[src/core/nfc_pkg.sv]
// Constants, types and decode functions of the NAND command-sequencing controller
package nfc_pkg;

	localparam int CLK_MHZ = 100;

	// Strobe timing, in ns as specified, and derived clock counts (round up)
	localparam int T_WR_LOW_NS = 25;
	localparam int T_WR_HIGH_NS = 15;
	localparam int T_RD_LOW_NS = 30;
	localparam int T_RD_HIGH_NS = 20;
	localparam int T_WB_NS = 100;
	localparam logic [3:0] WR_LOW_CYC = 4'((T_WR_LOW_NS * CLK_MHZ + 999) / 1000);
	localparam logic [3:0] WR_HIGH_CYC = 4'((T_WR_HIGH_NS * CLK_MHZ + 999) / 1000);
	localparam logic [3:0] RD_LOW_CYC = 4'((T_RD_LOW_NS * CLK_MHZ + 999) / 1000);
	localparam logic [3:0] RD_HIGH_CYC = 4'((T_RD_HIGH_NS * CLK_MHZ + 999) / 1000);
	localparam logic [3:0] WB_CYC = 4'((T_WB_NS * CLK_MHZ + 999) / 1000);

	// Array geometry of the byte-wide part
	localparam int IO_W = 8;
	localparam int COL_W = 12;
	localparam int ROW_W = 18;
	localparam int LEN_W = 12;
	localparam int PAGES = 262144;
	localparam int PAGE_BYTES = 2112;
	localparam int SPARE_FIRST_COL = 2048;
	localparam int SPARE_LAST_COL = 2111;
	localparam int BLOCKS = 4096;

	// Command codes
	localparam logic [7:0] CMD_READ_SETUP = 8'h00;
	localparam logic [7:0] CMD_READ_EXEC = 8'h30;
	localparam logic [7:0] CMD_READ_COPY = 8'h35;
	localparam logic [7:0] CMD_READ_ID = 8'h90;
	localparam logic [7:0] CMD_RESET = 8'hFF;
	localparam logic [7:0] CMD_PROG_SETUP = 8'h80;
	localparam logic [7:0] CMD_PROG_EXEC = 8'h10;
	localparam logic [7:0] CMD_PROG_CACHE = 8'h15;
	localparam logic [7:0] CMD_COPY_SETUP = 8'h85;
	localparam logic [7:0] CMD_RAND_IN = 8'h85;
	localparam logic [7:0] CMD_ERASE_SETUP = 8'h60;
	localparam logic [7:0] CMD_ERASE_EXEC = 8'hD0;
	localparam logic [7:0] CMD_RAND_OUT_SETUP = 8'h05;
	localparam logic [7:0] CMD_RAND_OUT_EXEC = 8'hE0;
	localparam logic [7:0] CMD_STATUS = 8'h70;
	localparam logic [7:0] CMD_NONE = 8'h00;

	typedef enum logic [3:0] {
		OP_READ       = 4'h0,
		OP_READ_COPY  = 4'h1,
		OP_READ_ID    = 4'h2,
		OP_RESET      = 4'h3,
		OP_PROG       = 4'h4,
		OP_PROG_CACHE = 4'h5,
		OP_COPY_PROG  = 4'h6,
		OP_ERASE      = 4'h7,
		OP_RAND_IN    = 4'h8,
		OP_RAND_OUT   = 4'h9,
		OP_STATUS     = 4'hA
	} nfc_op_t;

	typedef enum logic [2:0] {
		ST_IDLE  = 3'h0,
		ST_CMD1  = 3'h1,
		ST_ADDR  = 3'h3,
		ST_DIN   = 3'h2,
		ST_CMD2  = 3'h6,
		ST_WAITB = 3'h7,
		ST_DOUT  = 3'h5
	} nfc_state_t;

	// Leading command of each operation; only defined codes can come out
	function automatic logic [7:0] op_cmd1(input nfc_op_t op);
		unique case (op)
			OP_READ, OP_READ_COPY: op_cmd1 = CMD_READ_SETUP;
			OP_READ_ID:            op_cmd1 = CMD_READ_ID;
			OP_RESET:              op_cmd1 = CMD_RESET;
			OP_PROG, OP_PROG_CACHE: op_cmd1 = CMD_PROG_SETUP;
			OP_COPY_PROG:          op_cmd1 = CMD_COPY_SETUP;
			OP_ERASE:              op_cmd1 = CMD_ERASE_SETUP;
			OP_RAND_IN:            op_cmd1 = CMD_RAND_IN;
			OP_RAND_OUT:           op_cmd1 = CMD_RAND_OUT_SETUP;
			default:               op_cmd1 = CMD_STATUS;
		endcase
	endfunction

	// Confirm command, CMD_NONE where the operation has none
	function automatic logic [7:0] op_cmd2(input nfc_op_t op);
		unique case (op)
			OP_READ:                 op_cmd2 = CMD_READ_EXEC;
			OP_READ_COPY:            op_cmd2 = CMD_READ_COPY;
			OP_PROG, OP_COPY_PROG:   op_cmd2 = CMD_PROG_EXEC;
			OP_PROG_CACHE:           op_cmd2 = CMD_PROG_CACHE;
			OP_ERASE:                op_cmd2 = CMD_ERASE_EXEC;
			OP_RAND_OUT:             op_cmd2 = CMD_RAND_OUT_EXEC;
			default:                 op_cmd2 = CMD_NONE;
		endcase
	endfunction

	function automatic logic [2:0] op_naddr(input nfc_op_t op);
		unique case (op)
			OP_READ, OP_READ_COPY, OP_PROG, OP_PROG_CACHE, OP_COPY_PROG: op_naddr = 3'h5;
			OP_ERASE:                op_naddr = 3'h3;
			OP_RAND_IN, OP_RAND_OUT: op_naddr = 3'h2;
			OP_READ_ID:              op_naddr = 3'h1;
			default:                 op_naddr = 3'h0;
		endcase
	endfunction

	function automatic logic op_has_din(input nfc_op_t op);
		op_has_din = (op == OP_PROG) || (op == OP_PROG_CACHE) || (op == OP_RAND_IN);
	endfunction

	function automatic logic op_has_dout(input nfc_op_t op);
		op_has_dout = (op == OP_READ) || (op == OP_READ_ID) || (op == OP_RAND_OUT) || (op == OP_STATUS);
	endfunction

	function automatic logic op_waits(input nfc_op_t op);
		op_waits = (op == OP_READ) || (op == OP_READ_COPY) || (op == OP_RESET) || (op == OP_PROG)
			|| (op == OP_PROG_CACHE) || (op == OP_COPY_PROG) || (op == OP_ERASE) || (op == OP_RAND_IN);
	endfunction

	// Program-type operations whose confirm can be held back for more data
	function automatic logic op_deferrable(input nfc_op_t op);
		op_deferrable = (op == OP_PROG) || (op == OP_PROG_CACHE) || (op == OP_COPY_PROG) || (op == OP_RAND_IN);
	endfunction

endpackage

[src/core/nfc_host.sv]
// Host controller sequencing command, address and data cycles to a NAND flash
//
// Function
// - Program/read of a set byte count from any column, whole-block erase
// - Commands, addresses, data share eight I/O lines
// - Values latched on write strobe rise, chip selected
// - CLE marks commands, ALE marks addresses
// - Two column then three row address cycles
// - Page read and program take five addresses
// - Erase takes only three row cycles
// - Read is 00h, address, 30h
// - Copy-back: 00h/35h read, 85h/10h program
// - Program 80h; 10h normal, 15h cache
// - Erase is 60h, rows, D0h
// - Column move: 85h in, 05h/E0h out
// - While busy only reset or status allowed
// - Only defined command codes are sent
// - Unused high address bits driven low
`timescale 1ns/1ps
module nfc_host (
	input  wire logic                    clk_sys_in,
	input  wire logic                    resetn_in,
	input  wire logic                    cmd_valid_in,
	input  wire nfc_pkg::nfc_op_t        cmd_op_in,
	input  wire logic [11:0]             cmd_col_in,
	input  wire logic [17:0]             cmd_row_in,
	input  wire logic [11:0]             cmd_len_in,
	input  wire logic                    cmd_more_in,
	output logic                         cmd_ready_out,
	output logic                         cmd_refused_out,
	output logic                         done_out,
	input  wire logic                    wr_valid_in,
	input  wire logic [7:0]              wr_data_in,
	input  wire logic                    wr_last_in,
	output logic                         wr_ready_out,
	output logic                         rd_valid_out,
	output logic [7:0]                   rd_data_out,
	output logic                         dev_busy_out,
	input  wire logic [7:0]              nand_io_in,
	output logic [7:0]                   nand_io_out,
	output logic                         nand_io_oe_out,
	output logic                         nand_cle_out,
	output logic                         nand_ale_out,
	output logic                         nand_ce_n_out,
	output logic                         nand_we_n_out,
	output logic                         output_strobe_n_out,
	output logic                         nand_wp_n_out,
	input  wire logic                    nand_rb_n_in
);
	localparam logic [3:0] WR_LAST = nfc_pkg::WR_LOW_CYC + nfc_pkg::WR_HIGH_CYC - 4'h1;
	localparam logic [3:0] RD_LAST = nfc_pkg::RD_LOW_CYC + nfc_pkg::RD_HIGH_CYC - 4'h1;

	logic [8:0] pins_s;
	logic [7:0] io_s;
	logic       rb_n_s;

	nfc_sync2 #(.W(9)) u_sync (
		.clk_sys_in   (clk_sys_in),
		.resetn_in    (resetn_in),
		.async_in     ({nand_rb_n_in, nand_io_in}),
		.reset_val_in (9'h100),
		.sync_out     (pins_s)
	);
	assign io_s   = pins_s[7:0];
	assign rb_n_s = pins_s[8];

	nfc_pkg::nfc_state_t st_q, st_d;
	nfc_pkg::nfc_op_t    op_q, op_d;
	logic        act_q, act_d, rd_q, rd_d, last_q, last_d, skip_q, skip_d;
	logic [3:0]  cnt_q, cnt_d;
	logic [2:0]  aidx_q, aidx_d, aleft_q, aleft_d;
	logic [11:0] col_q, col_d, len_q, len_d;
	logic [17:0] row_q, row_d;
	logic [7:0]  c2_q, c2_d, pend_q, pend_d, io_q, io_d, rdat_q, rdat_d;
	logic        rdy_q, rdy_d, ref_q, ref_d, done_q, done_d, wrdy_q, wrdy_d, rval_q, rval_d;
	logic        busy_q, busy_d, oe_q, oe_d, cle_q, cle_d, ale_q, ale_d;
	logic        ce_n_q, ce_n_d, we_n_q, we_n_d, re_n_q, re_n_d, wp_n_q, wp_n_d;
	logic        end_c;
	logic [7:0]  abyte;

	// Address bytes, column low first, unused high bits forced low
	always_comb begin
		unique case (aidx_q)
			3'h0:    abyte = col_q[7:0];
			3'h1:    abyte = {4'h0, col_q[11:8]};
			3'h2:    abyte = row_q[7:0];
			3'h3:    abyte = row_q[15:8];
			default: abyte = {6'h00, row_q[17:16]};
		endcase
	end

	assign end_c = act_q && (cnt_q == (rd_q ? RD_LAST : WR_LAST));

	always_comb begin
		st_d = st_q; op_d = op_q; act_d = act_q; rd_d = rd_q; last_d = last_q; skip_d = skip_q;
		cnt_d = cnt_q; aidx_d = aidx_q; aleft_d = aleft_q; col_d = col_q; len_d = len_q; row_d = row_q;
		c2_d = c2_q; pend_d = pend_q; io_d = io_q; rdat_d = rdat_q;
		rdy_d = 1'b0; ref_d = 1'b0; done_d = 1'b0; wrdy_d = 1'b0; rval_d = 1'b0;
		busy_d = !rb_n_s;
		wp_n_d = 1'b1;
		if (act_q) begin
			cnt_d = cnt_q + 4'h1;
		end
		if (end_c) begin
			act_d = 1'b0;
			cnt_d = 4'h0;
		end
		unique case (st_q)
			nfc_pkg::ST_IDLE: begin
				rdy_d = 1'b1;
				if (cmd_valid_in && rdy_q) begin
					// Busy device takes nothing but reset and status
					if (busy_q && cmd_op_in != nfc_pkg::OP_RESET && cmd_op_in != nfc_pkg::OP_STATUS) begin
						ref_d = 1'b1;
					end else begin
						rdy_d = 1'b0;
						op_d = cmd_op_in;
						col_d = (cmd_op_in == nfc_pkg::OP_READ_ID) ? 12'h000 : cmd_col_in;
						row_d = cmd_row_in;
						len_d = (cmd_len_in == 12'h000 || cmd_op_in == nfc_pkg::OP_STATUS) ? 12'h001 : cmd_len_in;
						aidx_d = (cmd_op_in == nfc_pkg::OP_ERASE) ? 3'h2 : 3'h0;
						aleft_d = nfc_pkg::op_naddr(cmd_op_in);
						skip_d = cmd_more_in && nfc_pkg::op_deferrable(cmd_op_in);
						// Random input inherits the confirm of the open program
						c2_d = (cmd_op_in == nfc_pkg::OP_RAND_IN) ? pend_q : nfc_pkg::op_cmd2(cmd_op_in);
						if (nfc_pkg::op_deferrable(cmd_op_in) && cmd_op_in != nfc_pkg::OP_RAND_IN) begin
							pend_d = nfc_pkg::op_cmd2(cmd_op_in);
						end
						io_d = nfc_pkg::op_cmd1(cmd_op_in);
						st_d = nfc_pkg::ST_CMD1;
						act_d = 1'b1;
						rd_d = 1'b0;
						cnt_d = 4'h0;
					end
				end
			end
			nfc_pkg::ST_CMD1, nfc_pkg::ST_ADDR, nfc_pkg::ST_DIN, nfc_pkg::ST_CMD2: begin
				if (st_q == nfc_pkg::ST_DIN && !act_q) begin
					wrdy_d = 1'b1;
					if (wr_valid_in && wrdy_q) begin
						wrdy_d = 1'b0;
						io_d = wr_data_in;
						last_d = wr_last_in;
						act_d = 1'b1;
						rd_d = 1'b0;
						cnt_d = 4'h0;
					end
				end
				if (end_c) begin
					if (st_q == nfc_pkg::ST_ADDR) begin
						aleft_d = aleft_q - 3'h1;
					end
					if (st_q == nfc_pkg::ST_DIN && !last_q) begin
						wrdy_d = 1'b1;
					end else if ((st_q == nfc_pkg::ST_CMD1 && aleft_q != 3'h0)
							|| (st_q == nfc_pkg::ST_ADDR && aleft_q > 3'h1)) begin
						st_d = nfc_pkg::ST_ADDR;
						io_d = abyte;
						aidx_d = aidx_q + 3'h1;
						act_d = 1'b1;
						cnt_d = 4'h0;
					end else if (st_q != nfc_pkg::ST_CMD2 && st_q != nfc_pkg::ST_DIN
							&& nfc_pkg::op_has_din(op_q)) begin
						st_d = nfc_pkg::ST_DIN;
						last_d = 1'b0;
					end else if (st_q != nfc_pkg::ST_CMD2 && c2_q != nfc_pkg::CMD_NONE && !skip_q) begin
						st_d = nfc_pkg::ST_CMD2;
						io_d = c2_q;
						act_d = 1'b1;
						cnt_d = 4'h0;
					end else if (nfc_pkg::op_waits(op_q) && !skip_q && op_q != nfc_pkg::OP_RAND_IN
							|| (op_q == nfc_pkg::OP_RAND_IN && st_q == nfc_pkg::ST_CMD2)) begin
						st_d = nfc_pkg::ST_WAITB;
					end else if (nfc_pkg::op_has_dout(op_q)) begin
						st_d = nfc_pkg::ST_DOUT;
						act_d = 1'b1;
						rd_d = 1'b1;
						cnt_d = 4'h0;
					end else begin
						st_d = nfc_pkg::ST_IDLE;
						done_d = 1'b1;
					end
				end
			end
			nfc_pkg::ST_WAITB: begin
				// Busy pin is only trusted after the device had time to pull it
				cnt_d = (cnt_q < nfc_pkg::WB_CYC) ? cnt_q + 4'h1 : cnt_q;
				if (cnt_q >= nfc_pkg::WB_CYC && !busy_q) begin
					cnt_d = 4'h0;
					if (op_q == nfc_pkg::OP_READ) begin
						st_d = nfc_pkg::ST_DOUT;
						act_d = 1'b1;
						rd_d = 1'b1;
					end else begin
						st_d = nfc_pkg::ST_IDLE;
						done_d = 1'b1;
					end
				end
			end
			nfc_pkg::ST_DOUT: begin
				if (end_c) begin
					// Synced pins lag two edges, so this is the byte of the low phase
					rval_d = 1'b1;
					rdat_d = io_s;
					len_d = len_q - 12'h001;
					if (len_q == 12'h001) begin
						st_d = nfc_pkg::ST_IDLE;
						done_d = 1'b1;
					end else begin
						act_d = 1'b1;
						cnt_d = 4'h0;
					end
				end
			end
			default: begin
				st_d = nfc_pkg::ST_IDLE;
				act_d = 1'b0;
			end
		endcase
		oe_d = act_d && !rd_d;
		we_n_d = !(act_d && !rd_d && cnt_d < nfc_pkg::WR_LOW_CYC);
		re_n_d = !(act_d && rd_d && cnt_d < nfc_pkg::RD_LOW_CYC);
		cle_d = act_d && (st_d == nfc_pkg::ST_CMD1 || st_d == nfc_pkg::ST_CMD2);
		ale_d = act_d && st_d == nfc_pkg::ST_ADDR;
		ce_n_d = (st_d == nfc_pkg::ST_IDLE);
	end

	always_ff @(posedge clk_sys_in or negedge resetn_in) begin
		if (!resetn_in) begin
			st_q <= nfc_pkg::ST_IDLE; op_q <= nfc_pkg::OP_STATUS;
			act_q <= 1'b0; rd_q <= 1'b0; last_q <= 1'b0; skip_q <= 1'b0; cnt_q <= 4'h0;
			aidx_q <= 3'h0; aleft_q <= 3'h0; col_q <= 12'h000; len_q <= 12'h000; row_q <= 18'h00000;
			c2_q <= 8'h00; pend_q <= nfc_pkg::CMD_PROG_EXEC; io_q <= 8'h00; rdat_q <= 8'h00;
			rdy_q <= 1'b0; ref_q <= 1'b0; done_q <= 1'b0; wrdy_q <= 1'b0; rval_q <= 1'b0; busy_q <= 1'b0;
			oe_q <= 1'b0; cle_q <= 1'b0; ale_q <= 1'b0; ce_n_q <= 1'b1; we_n_q <= 1'b1; re_n_q <= 1'b1;
			wp_n_q <= 1'b0;
		end else begin
			st_q <= st_d; op_q <= op_d;
			act_q <= act_d; rd_q <= rd_d; last_q <= last_d; skip_q <= skip_d; cnt_q <= cnt_d;
			aidx_q <= aidx_d; aleft_q <= aleft_d; col_q <= col_d; len_q <= len_d; row_q <= row_d;
			c2_q <= c2_d; pend_q <= pend_d; io_q <= io_d; rdat_q <= rdat_d;
			rdy_q <= rdy_d; ref_q <= ref_d; done_q <= done_d; wrdy_q <= wrdy_d; rval_q <= rval_d; busy_q <= busy_d;
			oe_q <= oe_d; cle_q <= cle_d; ale_q <= ale_d; ce_n_q <= ce_n_d; we_n_q <= we_n_d; re_n_q <= re_n_d;
			wp_n_q <= wp_n_d;
		end
	end

	assign cmd_ready_out       = rdy_q;
	assign cmd_refused_out     = ref_q;
	assign done_out            = done_q;
	assign wr_ready_out        = wrdy_q;
	assign rd_valid_out        = rval_q;
	assign rd_data_out         = rdat_q;
	assign dev_busy_out        = busy_q;
	assign nand_io_out         = io_q;
	assign nand_io_oe_out      = oe_q;
	assign nand_cle_out        = cle_q;
	assign nand_ale_out        = ale_q;
	assign nand_ce_n_out       = ce_n_q;
	assign nand_we_n_out       = we_n_q;
	assign output_strobe_n_out = re_n_q;
	assign nand_wp_n_out       = wp_n_q;

	// Bus history seen by the device, read only by the checks below
	logic [7:0] hist_cmd_q;
	logic [2:0] hist_addr_q;
	always_ff @(posedge clk_sys_in or negedge resetn_in) begin
		if (!resetn_in) begin
			hist_cmd_q <= 8'h00;
			hist_addr_q <= 3'h0;
		end else if (we_n_d && !we_n_q && cle_q) begin
			hist_cmd_q <= io_q;
			hist_addr_q <= 3'h0;
		end else if (we_n_d && !we_n_q && ale_q && hist_addr_q != 3'h7) begin
			hist_addr_q <= hist_addr_q + 3'h1;
		end
	end
endmodule

[src/core/nfc_sync2.sv]
// Two-stage synchroniser for pin inputs
`timescale 1ns/1ps
module nfc_sync2 #(
	parameter int W = 1
) (
	input  wire logic         clk_sys_in,
	input  wire logic         resetn_in,
	input  wire logic [W-1:0] async_in,
	input  wire logic [W-1:0] reset_val_in,
	output logic      [W-1:0] sync_out
);
	logic [W-1:0] meta_q;
	logic [W-1:0] sync_q;

	// Bits set in reset_val_in are stored inverted, so a zero reset reads as that level
	always_ff @(posedge clk_sys_in or negedge resetn_in) begin
		if (!resetn_in) begin
			meta_q <= '0;
			sync_q <= '0;
		end else begin
			meta_q <= async_in ^ reset_val_in;
			sync_q <= meta_q;
		end
	end

	assign sync_out = sync_q ^ reset_val_in;
endmodule

[config.mk]
export PLATFORM = sky130hd
export DESIGN_NAME = nfc_host
export DESIGN_NICKNAME = d
export VERILOG_FILES = /design/src/core/nfc_pkg.sv /design/src/core/nfc_host.sv /design/src/core/nfc_sync2.sv
export SDC_FILE = /design/constraint.sdc
export NUM_CORES = 1
export LEC_CHECK = 0
export BUFFER_PORTS_ARGS = -buffer_cell sky130_fd_sc_hd__clkbuf_2
export CAP_MARGIN = 20
export CORE_MARGIN = 2
export CORE_UTILIZATION = 34
export CTS_BUF_LIST = sky130_fd_sc_hd__clkbuf_8 sky130_fd_sc_hd__clkbuf_16
export CTS_CLUSTER_SIZE = 25
export DETAILED_ROUTE_END_ITERATION = 8
export PLACE_DENSITY = 0.55
export SYNTH_ARGS = -nofsm -noshare
export SYNTH_HDL_FRONTEND = slang
export SYNTH_SLANG_ARGS = --single-unit
[constraint.sdc]
create_clock -name clk_sys_in -period 2 [get_ports clk_sys_in]
set_input_delay 0.3 -clock clk_sys_in [delete_from_list [all_inputs] [get_ports clk_sys_in]]
set_output_delay 0.3 -clock clk_sys_in [all_outputs]
set_load 0.1 [all_outputs]
==> flow_metrics.py, run 1 <==
metrics = {
    "global_routing": {
        "antenna_found_initial": 0,
        "grt_pass1_vias": 6175,
        "grtUsageTotal": 0.2026,
        "grt_overflow": 0,
        "grt_pass1_wl_um": 31530,
        "grt_max_degree": 49,
    },
    "floorplan": {
        "io_pins": 98,
        "die_h_um": 139.3,
        "core_area_mm2": 0.01796,
        "start_util": 0.3464,
        "std_cell_rows": 49,
        "die_width_um": 139.3,
        "die_area_mm2": 0.01940,
    },
    "power_and_ir_drop": {
        "p_int_mw": 8.509,
        "power_density_mw_per_mm2": 1506,
        "power_frac_clock": 0.259,
        "p_seq_frac": 0.269,
        "power_mw": 13.91,
        "combPwrFrac": 0.472,
        "p_sw_mw": 5.400,
        "ir_drop_uv": 857.7,
        "power.static_leakage_nw": 4.346,
        "p_sw_frac": 0.3882,
    },
    "finish": {
        "drive_above_1_share": 0.4085,
        "fin_nets": 992,
        "antenna_cells": 0,
        "final_common_cell": "buf_4",
        "final_cell_mix": "buf_4, nand2_1, dfrtp_1",
        "utilization": 0.5141,
        "area_delta_synth_final_pct": 48.42,
    },
    "clocking": {
        "clkSlewWorstSetupHoldPaths_ns": 0.06,
        "cts_buffers": 17,
        "clock-root-buffer": "clkbuf_16",
        "clock_latency_ns": 0.42,
        "clkSinkCount": 118,
        "cts_tree": "built",
        "clockBufferDepth": 2,
        "htree_levels": 4,
    },
    "setup_path": {
        "crit_path_end_kind": "register",
        "worstReg2RegEnd": "nand_io_out[4]",
        "regToRegSetupSlack_ns": -0.18,
        "critPathBufInv": 1,
        "startpoint_type": "register",
        "crit_arrival_ns": 2.51,
        "crit_end": "nand_io_out[4]",
        "r2r-start": "st_q[1]",
        "crit_family": "compound AO/OA/AOI/OAI gates",
        "critPathSlowestCell": "dfrtp_1",
        "cp.depth": 7,
        "critPathMaxStageDelay_ns": 0.41,
        "path_max_fanout": 7,
        "critical_path.startpoint": "st_q[1]",
        "r2r_cells": 7,
        "worstPathCellList": "buf_12 > and3b_1 > or3_4 > o22ai_4 > nand2_4 > a221o_1 > a221oi_2",
        "required_ns": 2.32,
        "worst-setup-path-type": "reg2reg",
    },
    "sta": {
        "fin_skew_ns": 0.009994,
        "relSlewSlack": 0.6268,
        "period_share": 1.092,
        "period_minus_slack_ns": 2.185,
        "rsz0062_at_grt": "true",
        "max_freq_mhz": 457.8,
        "tightest_slew_ns": 0.5598,
        "worst_slack_ns": -0.1846,
        "setup_viol": 32,
        "slew_viol_final": 0,
        "hold_viol": 0,
    },
    "yosys": {
        "synthCells": 667,
        "ys_ff_latch": 118,
        "synth_nets": 749,
        "ys.flop_type": "dfrtp_1",
        "synth-edff-count": 0,
        "synth.cell_area_mm2": 0.006222,
        "yosysSeqAreaShare": 0.4758,
        "yosys_warnings": 0,
        "syn_area_per_cell_um2": 9.329,
        "async_flop_share": 1.000,
        "ys_types": 87,
    },
    "status": {
        "violations": "setup timing",
        "run_status": "finished, violations left",
    },
    "route": {
        "drc": 0,
        "routed_wl_um": 19300,
        "vias": 5974,
        "wire_per_inst_um": 16.76,
        "viasPerCell": 5.186,
        "antenna_left": 0,
        "drt_iter0_markers": 393,
        "first_pass_iters": 6,
    },
    "placed_design": {
        "dp_hpwl_um": 14120,
        "gp_congestion": 0.8493,
        "port_buffers": 97,
    },
    "run": {
        "cap_violations": 0,
    },
    "hold_path": {
        "holdCritPathClass": "in2reg",
    },
}
-- through the flow --
step | hold WS [ns] | setup WS [ns] | cell area, µm² | setup TNS [ns] | instances
after floorplan | 0.004409 | -0.2165 | 6274 | -0.4878 | 667
after global placement | 0.3231 | -0.3812 | 7978 | -5.264 | 1089
after detailed placement | 0.3334 | -0.3417 | 7978 | -8.405 | 1089
after CTS | 0.006383 | -0.1759 | 9115 | -2.277 | 1152
after global routing | 0.009857 | -0.2698 | 9235 | -11.23 | 1152
final | 0.02260 | -0.1846 | 9235 | -2.366 | 1152
-- worst register-to-register path: cells and delay by family (launching register included) --
family,cells,cell delay (ns)
simple gates,3,0.73
buf+inv,1,0.15
flops,1,0.41
compound gates,3,0.82
-- synthesized netlist by cell type, types with 7 or more instances --
master	count	area [µm²]
ha_1	13	162.7
mux2_2	15	168.9
o21a_1	7	52.55
dfrtp_1	112	2803
nand3_1	22	110.1
a31oi_1	10	62.56
a222oi_1	8	80.08
a21oi_1	40	200.2
buf_2	8	40.04
nand2_1	114	427.9
nor3_1	18	90.09
nand2b_1	9	56.30
nor2_1	48	180.2
a211oi_1	8	60.06
clkbuf_1	22	82.58
inv_1	21	78.83
o21ai_0	40	200.2
-- flip-flops by register name (all words and copies together) (netlist names), 3 cells and up --
register       count
aidx_q             3
aleft_q            3
c2_q               4
cnt_q              4
col_q             12
len_q             12
nand_io_out        8
op_q               4
pend_q             4
rd_data_out        8
row_q             18
st_q               3
u_sync.meta_q      9
u_sync.sync_q      9
-- cell type report --
class                           instances  area [µm²]
Sequential cell                       118        2970
Fill cell                            1686        8728
Clock buffer                           20       466.7
Clock inverter                         12       222.7
Tap cell                              229       286.5
Multi-Input combinational cell        491        3328
Inverter                               21       78.83
Timing Repair Buffer                  261        1882
-- layer usage --
layer / global-route usage / wire length (µm)
met1: 0.2592 / 8557
met2: 0.3341 / 9425
met3: 0.04611 / 858
met4: 0.07921 / 461
met5: 0 / 0
-- what timing repair did --
item                                    in CTS  in global routing
hold endpoints to repair                    39                  0
endpoints found under the setup margin      76                 82
hold buffers                                 9                  0
buffers inserted                            23                  0
gates resized for setup                     46                 22
pin swaps                                   21                 11
-- how the worst min path moves through the flow --
stage,startpoint,to,slack (ns),depth (start not counted)
floorplan,resetn_in,act_q,0.004,0
global placement,resetn_in,len_q[5],0.32,1
detailed placement,resetn_in,len_q[7],0.33,1
CTS,nand_rb_n_in,u_sync.meta_q[8],0.006,2
global route,nand_rb_n_in,u_sync.meta_q[8],0.01,2
finish,nand_rb_n_in,u_sync.meta_q[8],0.02,2
-- power groups by stage --
stage	logic, mW	registers [mW]	clock network, mW
floorplan	2.76	4.45	0
global placement	5.75	3.70	0
detailed placement	5.84	3.73	0
CTS	6.33	3.72	3.67
global route	7.13	3.83	3.78
finish	6.56	3.74	3.61
-- kinds of logic after synthesis --
logic type,after synthesis,share of synthesized area
xor+xnor,3,0.004224
buf+inv,58,0.03901
compound gates,178,0.1993
flops,118,0.4758
mux,19,0.03358
simple gates,277,0.2214
fa+ha+maj,13,0.02614
other cells,1,0.0006027
No activity file was read; power rests on OpenSTA's default activity.
==> run 2, diff against run 1 <==
--- a/config.mk
+++ b/config.mk
@@ -6,7 +6,8 @@
 export NUM_CORES = 1
 export LEC_CHECK = 0
 export BUFFER_PORTS_ARGS = -buffer_cell sky130_fd_sc_hd__clkbuf_2
-export CAP_MARGIN = 20
+export CAP_MARGIN = 5
+export CORE_ASPECT_RATIO = 1.4
 export CORE_MARGIN = 2
 export CORE_UTILIZATION = 34
 export CTS_BUF_LIST = sky130_fd_sc_hd__clkbuf_8 sky130_fd_sc_hd__clkbuf_16
==> run 2 against run 1 <==
Net effect: the run still ends with setup timing left; non-clock buffer count rose by 7; highest routed layer unchanged; die area barely moved; final area barely moved; global-route usage rose by 1.2 points; maximum frequency fell by 1.7%; combinational power rose by 3.4%; wire length rose by 4.5%.
==> flow_metrics.py, run 2 (synthesis results as in run 1) <==
metrics = {
    "floorplan": {
        "start_util": 0.3471,
        "core_area_mm2": 0.01792,
        "die_h_um": 164.1,
        "die_width_um": 118.3,
        "die_area_mm2": 0.01941,
        "std_cell_rows": 58,
        "io_pins": 98,
    },
    "setup_path": {
        "r2r-start": "op_q[3]",
        "r2r_cells": 7,
        "worstPathCellList": "or3b_4 > a221oi_4 > buf_12 > nor2_1 > a311o_1 > nand3b_1 > a21oi_1",
        "worst-setup-path-type": "reg2reg",
        "crit_path_end_kind": "register",
        "required_ns": 2.35,
        "crit_arrival_ns": 2.57,
        "critPathSlowestCell": "dfstp_2",
        "path_max_fanout": 5,
        "startpoint_type": "register",
        "regToRegSetupSlack_ns": -0.22,
        "worstReg2RegEnd": "nand_cle_out",
        "critPathMaxStageDelay_ns": 0.53,
    },
    "status": {
        "violations": "setup timing",
        "run_status": "finished, violations left",
    },
    "finish": {
        "top_regs": "row_q: 18 flops, col_q: 12 flops, len_q: 12 flops",
        "largest_reg_flops": 18,
        "final_common_cell": "buf_4",
        "drive_above_1_share": 0.4258,
        "antenna_cells": 0,
        "nFillCells": 1676,
        "final_cell_mix": "buf_4, nand2_1, dfrtp_1",
        "finalNonFillerCells": 1170,
        "largest_register": "row_q",
        "area_delta_synth_final_pct": 48.44,
        "fin_nets": 999,
    },
    "hold_path": {
        "hold_depth": 2,
        "hp-start": "nand_rb_n_in",
        "worstHoldEndpoint": "u_sync.meta_q[8]",
        "holdCritPathClass": "in2reg",
    },
    "clocking": {
        "clockBufferDepth": 2,
        "clkSlewWorstSetupHoldPaths_ns": 0.06,
        "clkSinkCount": 118,
        "clock-root-buffer": "clkbuf_16",
        "cts_buffers": 17,
        "clock_latency_ns": 0.42,
        "cts_tree": "built",
        "htree_levels": 4,
    },
    "global_routing": {
        "grt_pass1_vias": 6333,
        "grtUsageTotal": 0.2141,
        "grt_pass1_wl_um": 32410,
        "grt_max_degree": 50,
        "grt_overflow": 0,
        "antenna_found_initial": 0,
    },
    "route": {
        "drt_iter0_markers": 254,
        "antenna_left": 0,
        "routed_wl_um": 20170,
        "first_pass_iters": 5,
        "wire_per_inst_um": 17.24,
        "viasPerCell": 5.222,
        "drc": 0,
        "vias": 6110,
    },
    "sta": {
        "rsz0062_at_grt": "true",
        "max_freq_mhz": 449.9,
        "hold_viol": 0,
        "setup_viol": 23,
        "fin_skew_ns": 0.008517,
        "period_minus_slack_ns": 2.222,
        "period_share": 1.111,
        "worst_slack_ns": -0.2225,
        "tightest_slew_ns": 0.6484,
        "relSlewSlack": 0.5632,
        "slew_viol_final": 0,
    },
    "power_and_ir_drop": {
        "combPwrFrac": 0.505,
        "power.static_leakage_nw": 4.321,
        "ir_drop_uv": 835.9,
        "p_seq_frac": 0.274,
        "power_frac_clock": 0.221,
        "p_sw_frac": 0.4134,
        "power_density_mw_per_mm2": 1453,
        "p_sw_mw": 5.547,
        "p_int_mw": 7.871,
    },
    "placed_design": {
        "dp_slack_ns": -0.4705,
        "gp_congestion": 0.8993,
        "place_inst": 1113,
        "port_buffers": 97,
        "dp_hpwl_um": 15070,
    },
    "run": {
        "cap_violations": 0,
    },
}
run 2: changes by cell type in the layout (fill, tap and decap cells not counted), sizes merged:
cell | before | now
buf | 156 | 163
bufinv | 6 | 1
clkinvlp | 1 | 5
clkbuf | 116 | 113
clkinv | 3 | 5
inv | 23 | 25
run 2: area by class of cell:
type | instances | area [µm²] | share of cell area
Multi-Input combinational cell | 491 | 3405 | 0.3686
Sequential cell | 118 | 2973 | 0.3219
Timing Repair Buffer | 268 | 1904 | 0.2062
Clock buffer | 17 | 425.4 | 0.04606
Tap cell | 240 | 300.3 | 0.03251
Clock inverter | 15 | 146.4 | 0.01585
Inverter | 21 | 82.58 | 0.008941
run 2: metal layers:
metal  vias to the layer above  global-route usage  routed length (µm)
li1                       2906                   -                   -
met1                      2963              0.2363                7770
met2                       182              0.3928               10760
met3                        59             0.03576                 728
met4                         0              0.1128                 911
met5                         -                   0                   0
run 2: through the flow:
stage	instance area [µm²]	hold slack [ns]	util	TNS (ns)	power (mW)
finish	9236	0.02895	0.5153	-2.733	13.42
global route	9236	0.02770	0.5153	-4.543	14.22
global placement	8026	0.2601	0.4478	-17.13	9.523
floorplan	6274	0.004409	-	-0.4878	7.204
detailed placement	8026	0.2754	0.4478	-18.71	9.650
CTS	8939	0.01656	0.4987	-2.461	13.05
run 2: worst max-delay path by stage:
| stage | startpoint | end | slack [ns] | cells after the start |
|---|---|---|---|---|
| global placement | cnt_q[0] | last_q | -0.45 | 9 |
| global route | op_q[3] | nand_io_out[4] | -0.29 | 7 |
| finish | op_q[3] | nand_cle_out | -0.22 | 7 |
| CTS | op_q[3] | nand_io_oe_out | -0.18 | 8 |
| floorplan | dev_busy_out | nand_cle_out | -0.22 | 6 |
| detailed placement | cnt_q[1] | last_q | -0.47 | 9 |
run 2: critical path: cells and delay by family, from the launching register on:
kind / cells / cell delay [ns]
AO/OA/AOI/OAI: 3 / 0.81
buffers and inverters: 1 / 0.16
flip-flops: 1 / 0.53
AND/OR/NAND/NOR: 3 / 0.65
run 2: power groups by stage:
stage          combinational, mW  clock (mW)  sequential (mW)
2_1_floorplan               2.76           0             4.45
5_1_grt                     7.31        3.13             3.78
3_5_place_dp                5.97           0             3.68
6_report                    6.78        2.96             3.68
3_3_place_gp                5.86           0             3.66
4_1_cts                     6.35        3.03             3.66
run 2: what timing repair did:
item                                   in CTS  in global routing
hold buffers                                9                  0
setup endpoints to repair                  82                 63
resized for setup                          56                 44
buffers inserted                            8                 10
endpoints found under the hold margin      37                  0
pin swaps                                  17                 20
==> run 3, diff against run 2 <==
==> constraint.sdc (replaced) <==
create_clock -name clk_sys_in -period 1.8 [get_ports clk_sys_in]
set_input_delay 0.27 -clock clk_sys_in [delete_from_list [all_inputs] [get_ports clk_sys_in]]
set_output_delay 0.27 -clock clk_sys_in [all_outputs]
set_load 0.1 [all_outputs]
==> run 3 against run 2 <==
Net effect: the run still ends with setup timing left; cell count up 5.6%; setup slack got worse by 0.15 ns; clock skew about the same; via count is 6.2% higher; maximum frequency up 2.2%; combinational power increased by 25%; largest power group unchanged.
==> flow_metrics.py, run 3 (synthesis results as in run 1) <==
metrics = {
    "hold_path": {
        "hp-start": "nand_rb_n_in",
        "hold_depth": 2,
        "holdCritPathClass": "in2reg",
        "worstHoldEndpoint": "u_sync.meta_q[8]",
    },
    "finish": {
        "antenna_cells": 0,
        "fin_nets": 1065,
        "largest_register": "row_q",
        "finish.instance_area_mm2": 0.01086,
        "utilization": 0.6056,
        "final_common_cell": "buf_4",
        "area_delta_synth_final_pct": 74.46,
        "finalNonFillerCells": 1236,
        "largest_reg_flops": 18,
        "top_regs": "row_q: 18 flops, col_q: 12 flops, len_q: 12 flops",
        "drive_above_1_share": 0.5773,
        "final_cell_mix": "buf_4, dfrtp_1, clkbuf_2",
    },
    "placed_design": {
        "port_buffers": 97,
        "dp_slack_ns": -0.5961,
        "gp_congestion": 0.9273,
        "place_inst": 1134,
        "dp_hpwl_um": 15540,
        "place_area_mm2": 0.008292,
    },
    "setup_path": {
        "worstPathCellList": "buf_6 > and3b_2 > or3_4 > o22ai_4 > nand2_4 > a221o_1 > a221oi_2",
        "crit_arrival_ns": 2.50,
        "crit_path_end_kind": "register",
        "worst-setup-path-type": "reg2reg",
        "required_ns": 2.12,
        "path_max_fanout": 4,
        "r2r_cells": 7,
        "crit_family": "compound AO/OA/AOI/OAI gates",
        "startpoint_type": "register",
        "critPathBufInv": 1,
        "regToRegSetupSlack_ns": -0.37,
        "critPathSlowestCell": "dfrtp_1",
        "critPathMaxStageDelay_ns": 0.41,
        "worstReg2RegEnd": "nand_io_out[4]",
        "r2r-start": "st_q[2]",
    },
    "clocking": {
        "htree_levels": 4,
        "clkSinkCount": 118,
        "clock-root-buffer": "clkbuf_16",
        "clkSlewWorstSetupHoldPaths_ns": 0.06,
        "clock_latency_ns": 0.41,
        "cts_buffers": 17,
        "cts_tree": "built",
        "clockBufferDepth": 2,
    },
    "sta": {
        "slew_viol_final": 0,
        "tightest_slew_ns": 0.6066,
        "worst_slack_ns": -0.3745,
        "tns_ns": -18.74,
        "whs_ns": 0.01977,
        "max_freq_mhz": 459.9,
        "relSlewSlack": 0.5937,
        "period_minus_slack_ns": 2.174,
        "period_share": 1.208,
        "fin_skew_ns": 0.008260,
        "rsz0062_at_grt": "true",
        "hold_viol": 0,
        "setup_viol": 92,
    },
    "floorplan": {
        "start_util": 0.3471,
        "die_area_mm2": 0.01941,
        "std_cell_rows": 58,
        "die_h_um": 164.1,
        "io_pins": 98,
        "core_area_mm2": 0.01792,
        "die_width_um": 118.3,
    },
    "global_routing": {
        "grt_overflow": 0,
        "grt_max_degree": 51,
        "antenna_found_initial": 0,
        "grtUsageTotal": 0.2420,
        "grt_pass1_wl_um": 36340,
        "grt_pass1_vias": 7009,
    },
    "power_and_ir_drop": {
        "combPwrFrac": 0.519,
        "power_density_mw_per_mm2": 1506,
        "power.static_leakage_nw": 4.945,
        "p_sw_mw": 6.533,
        "power_frac_clock": 0.221,
        "p_int_mw": 9.813,
        "power_mw": 16.35,
        "p_sw_frac": 0.3997,
        "ir_drop_uv": 846.6,
        "p_seq_frac": 0.260,
    },
    "run": {
        "cap_violations": 0,
    },
    "route": {
        "viasPerCell": 5.248,
        "wire_per_inst_um": 18.72,
        "antenna_left": 0,
        "first_pass_iters": 6,
        "vias": 6487,
        "routed_wl_um": 23140,
        "drc": 0,
        "drt_iter0_markers": 307,
    },
    "status": {
        "violations": "setup timing",
        "run_status": "finished, violations left",
    },
}
-- run 3: cell count changes in the layout (fill, tap and decap cells not counted), moves of 12 or more --
cell,delta
buf_12,+14
buf_4,+15
buf_6,+23
nand2_1,-59
nand2_2,+36
nand2_4,+22
o21ai_0,-21
o21ai_2,+12
-- run 3: metal layers --
layer  vias up  routed length [µm]  part of all wire  track usage
li1       3045                   -                 -            -
met1      3169                8368              0.36       0.2538
met5         -                   0                 0            0
met2       206               12410              0.54       0.4414
met3        67                 813             0.035      0.04271
met4         0                1543             0.067       0.1627
-- run 3: what timing repair did --
action | 4_1_cts | 5_1_grt
setup buffers | 46 | 15
resized for setup | 181 | 115
hold buffers | 9 | 0
pin swaps | 104 | 57
hold endpoints to repair | 107 | 0
gates cloned | 12 | 0
endpoints found under the setup margin | 91 | 94
-- run 3: power groups by stage --
stage	Sequential, mW	Clock (mW)	Combinational, mW
after global routing	4.35	3.80	9.10
after global placement	4.04	0	6.65
after CTS	4.14	3.68	7.79
after detailed placement	4.08	0	6.75
after floorplan	4.96	0	3.10
final	4.26	3.61	8.48
-- run 3: final cells by class --
type / instances / area (µm²)
inverter: 21 / 78.83
sequential: 118 / 2975
multi-input combinational: 494 / 4048
timing repair buffer: 331 / 2821
tap: 240 / 300.3
clock buffer: 19 / 452.9
fill: 1478 / 7069
clock inverter: 13 / 178.9
-- run 3: worst max-delay path by stage --
| stage | start | endpoint | slack, ns | depth (start not counted) |
|---|---|---|---|---|
| after detailed placement | aleft_q[1] | last_q | -0.60 | 9 |
| final | st_q[2] | nand_io_out[4] | -0.37 | 7 |
| after global placement | cnt_q[1] | last_q | -0.57 | 10 |
| after floorplan | dev_busy_out | nand_cle_out | -0.37 | 6 |
| after CTS | len_q[9] | nand_cle_out | -0.41 | 8 |
| after global routing | cnt_q[1] | nand_cle_out | -0.44 | 10 |
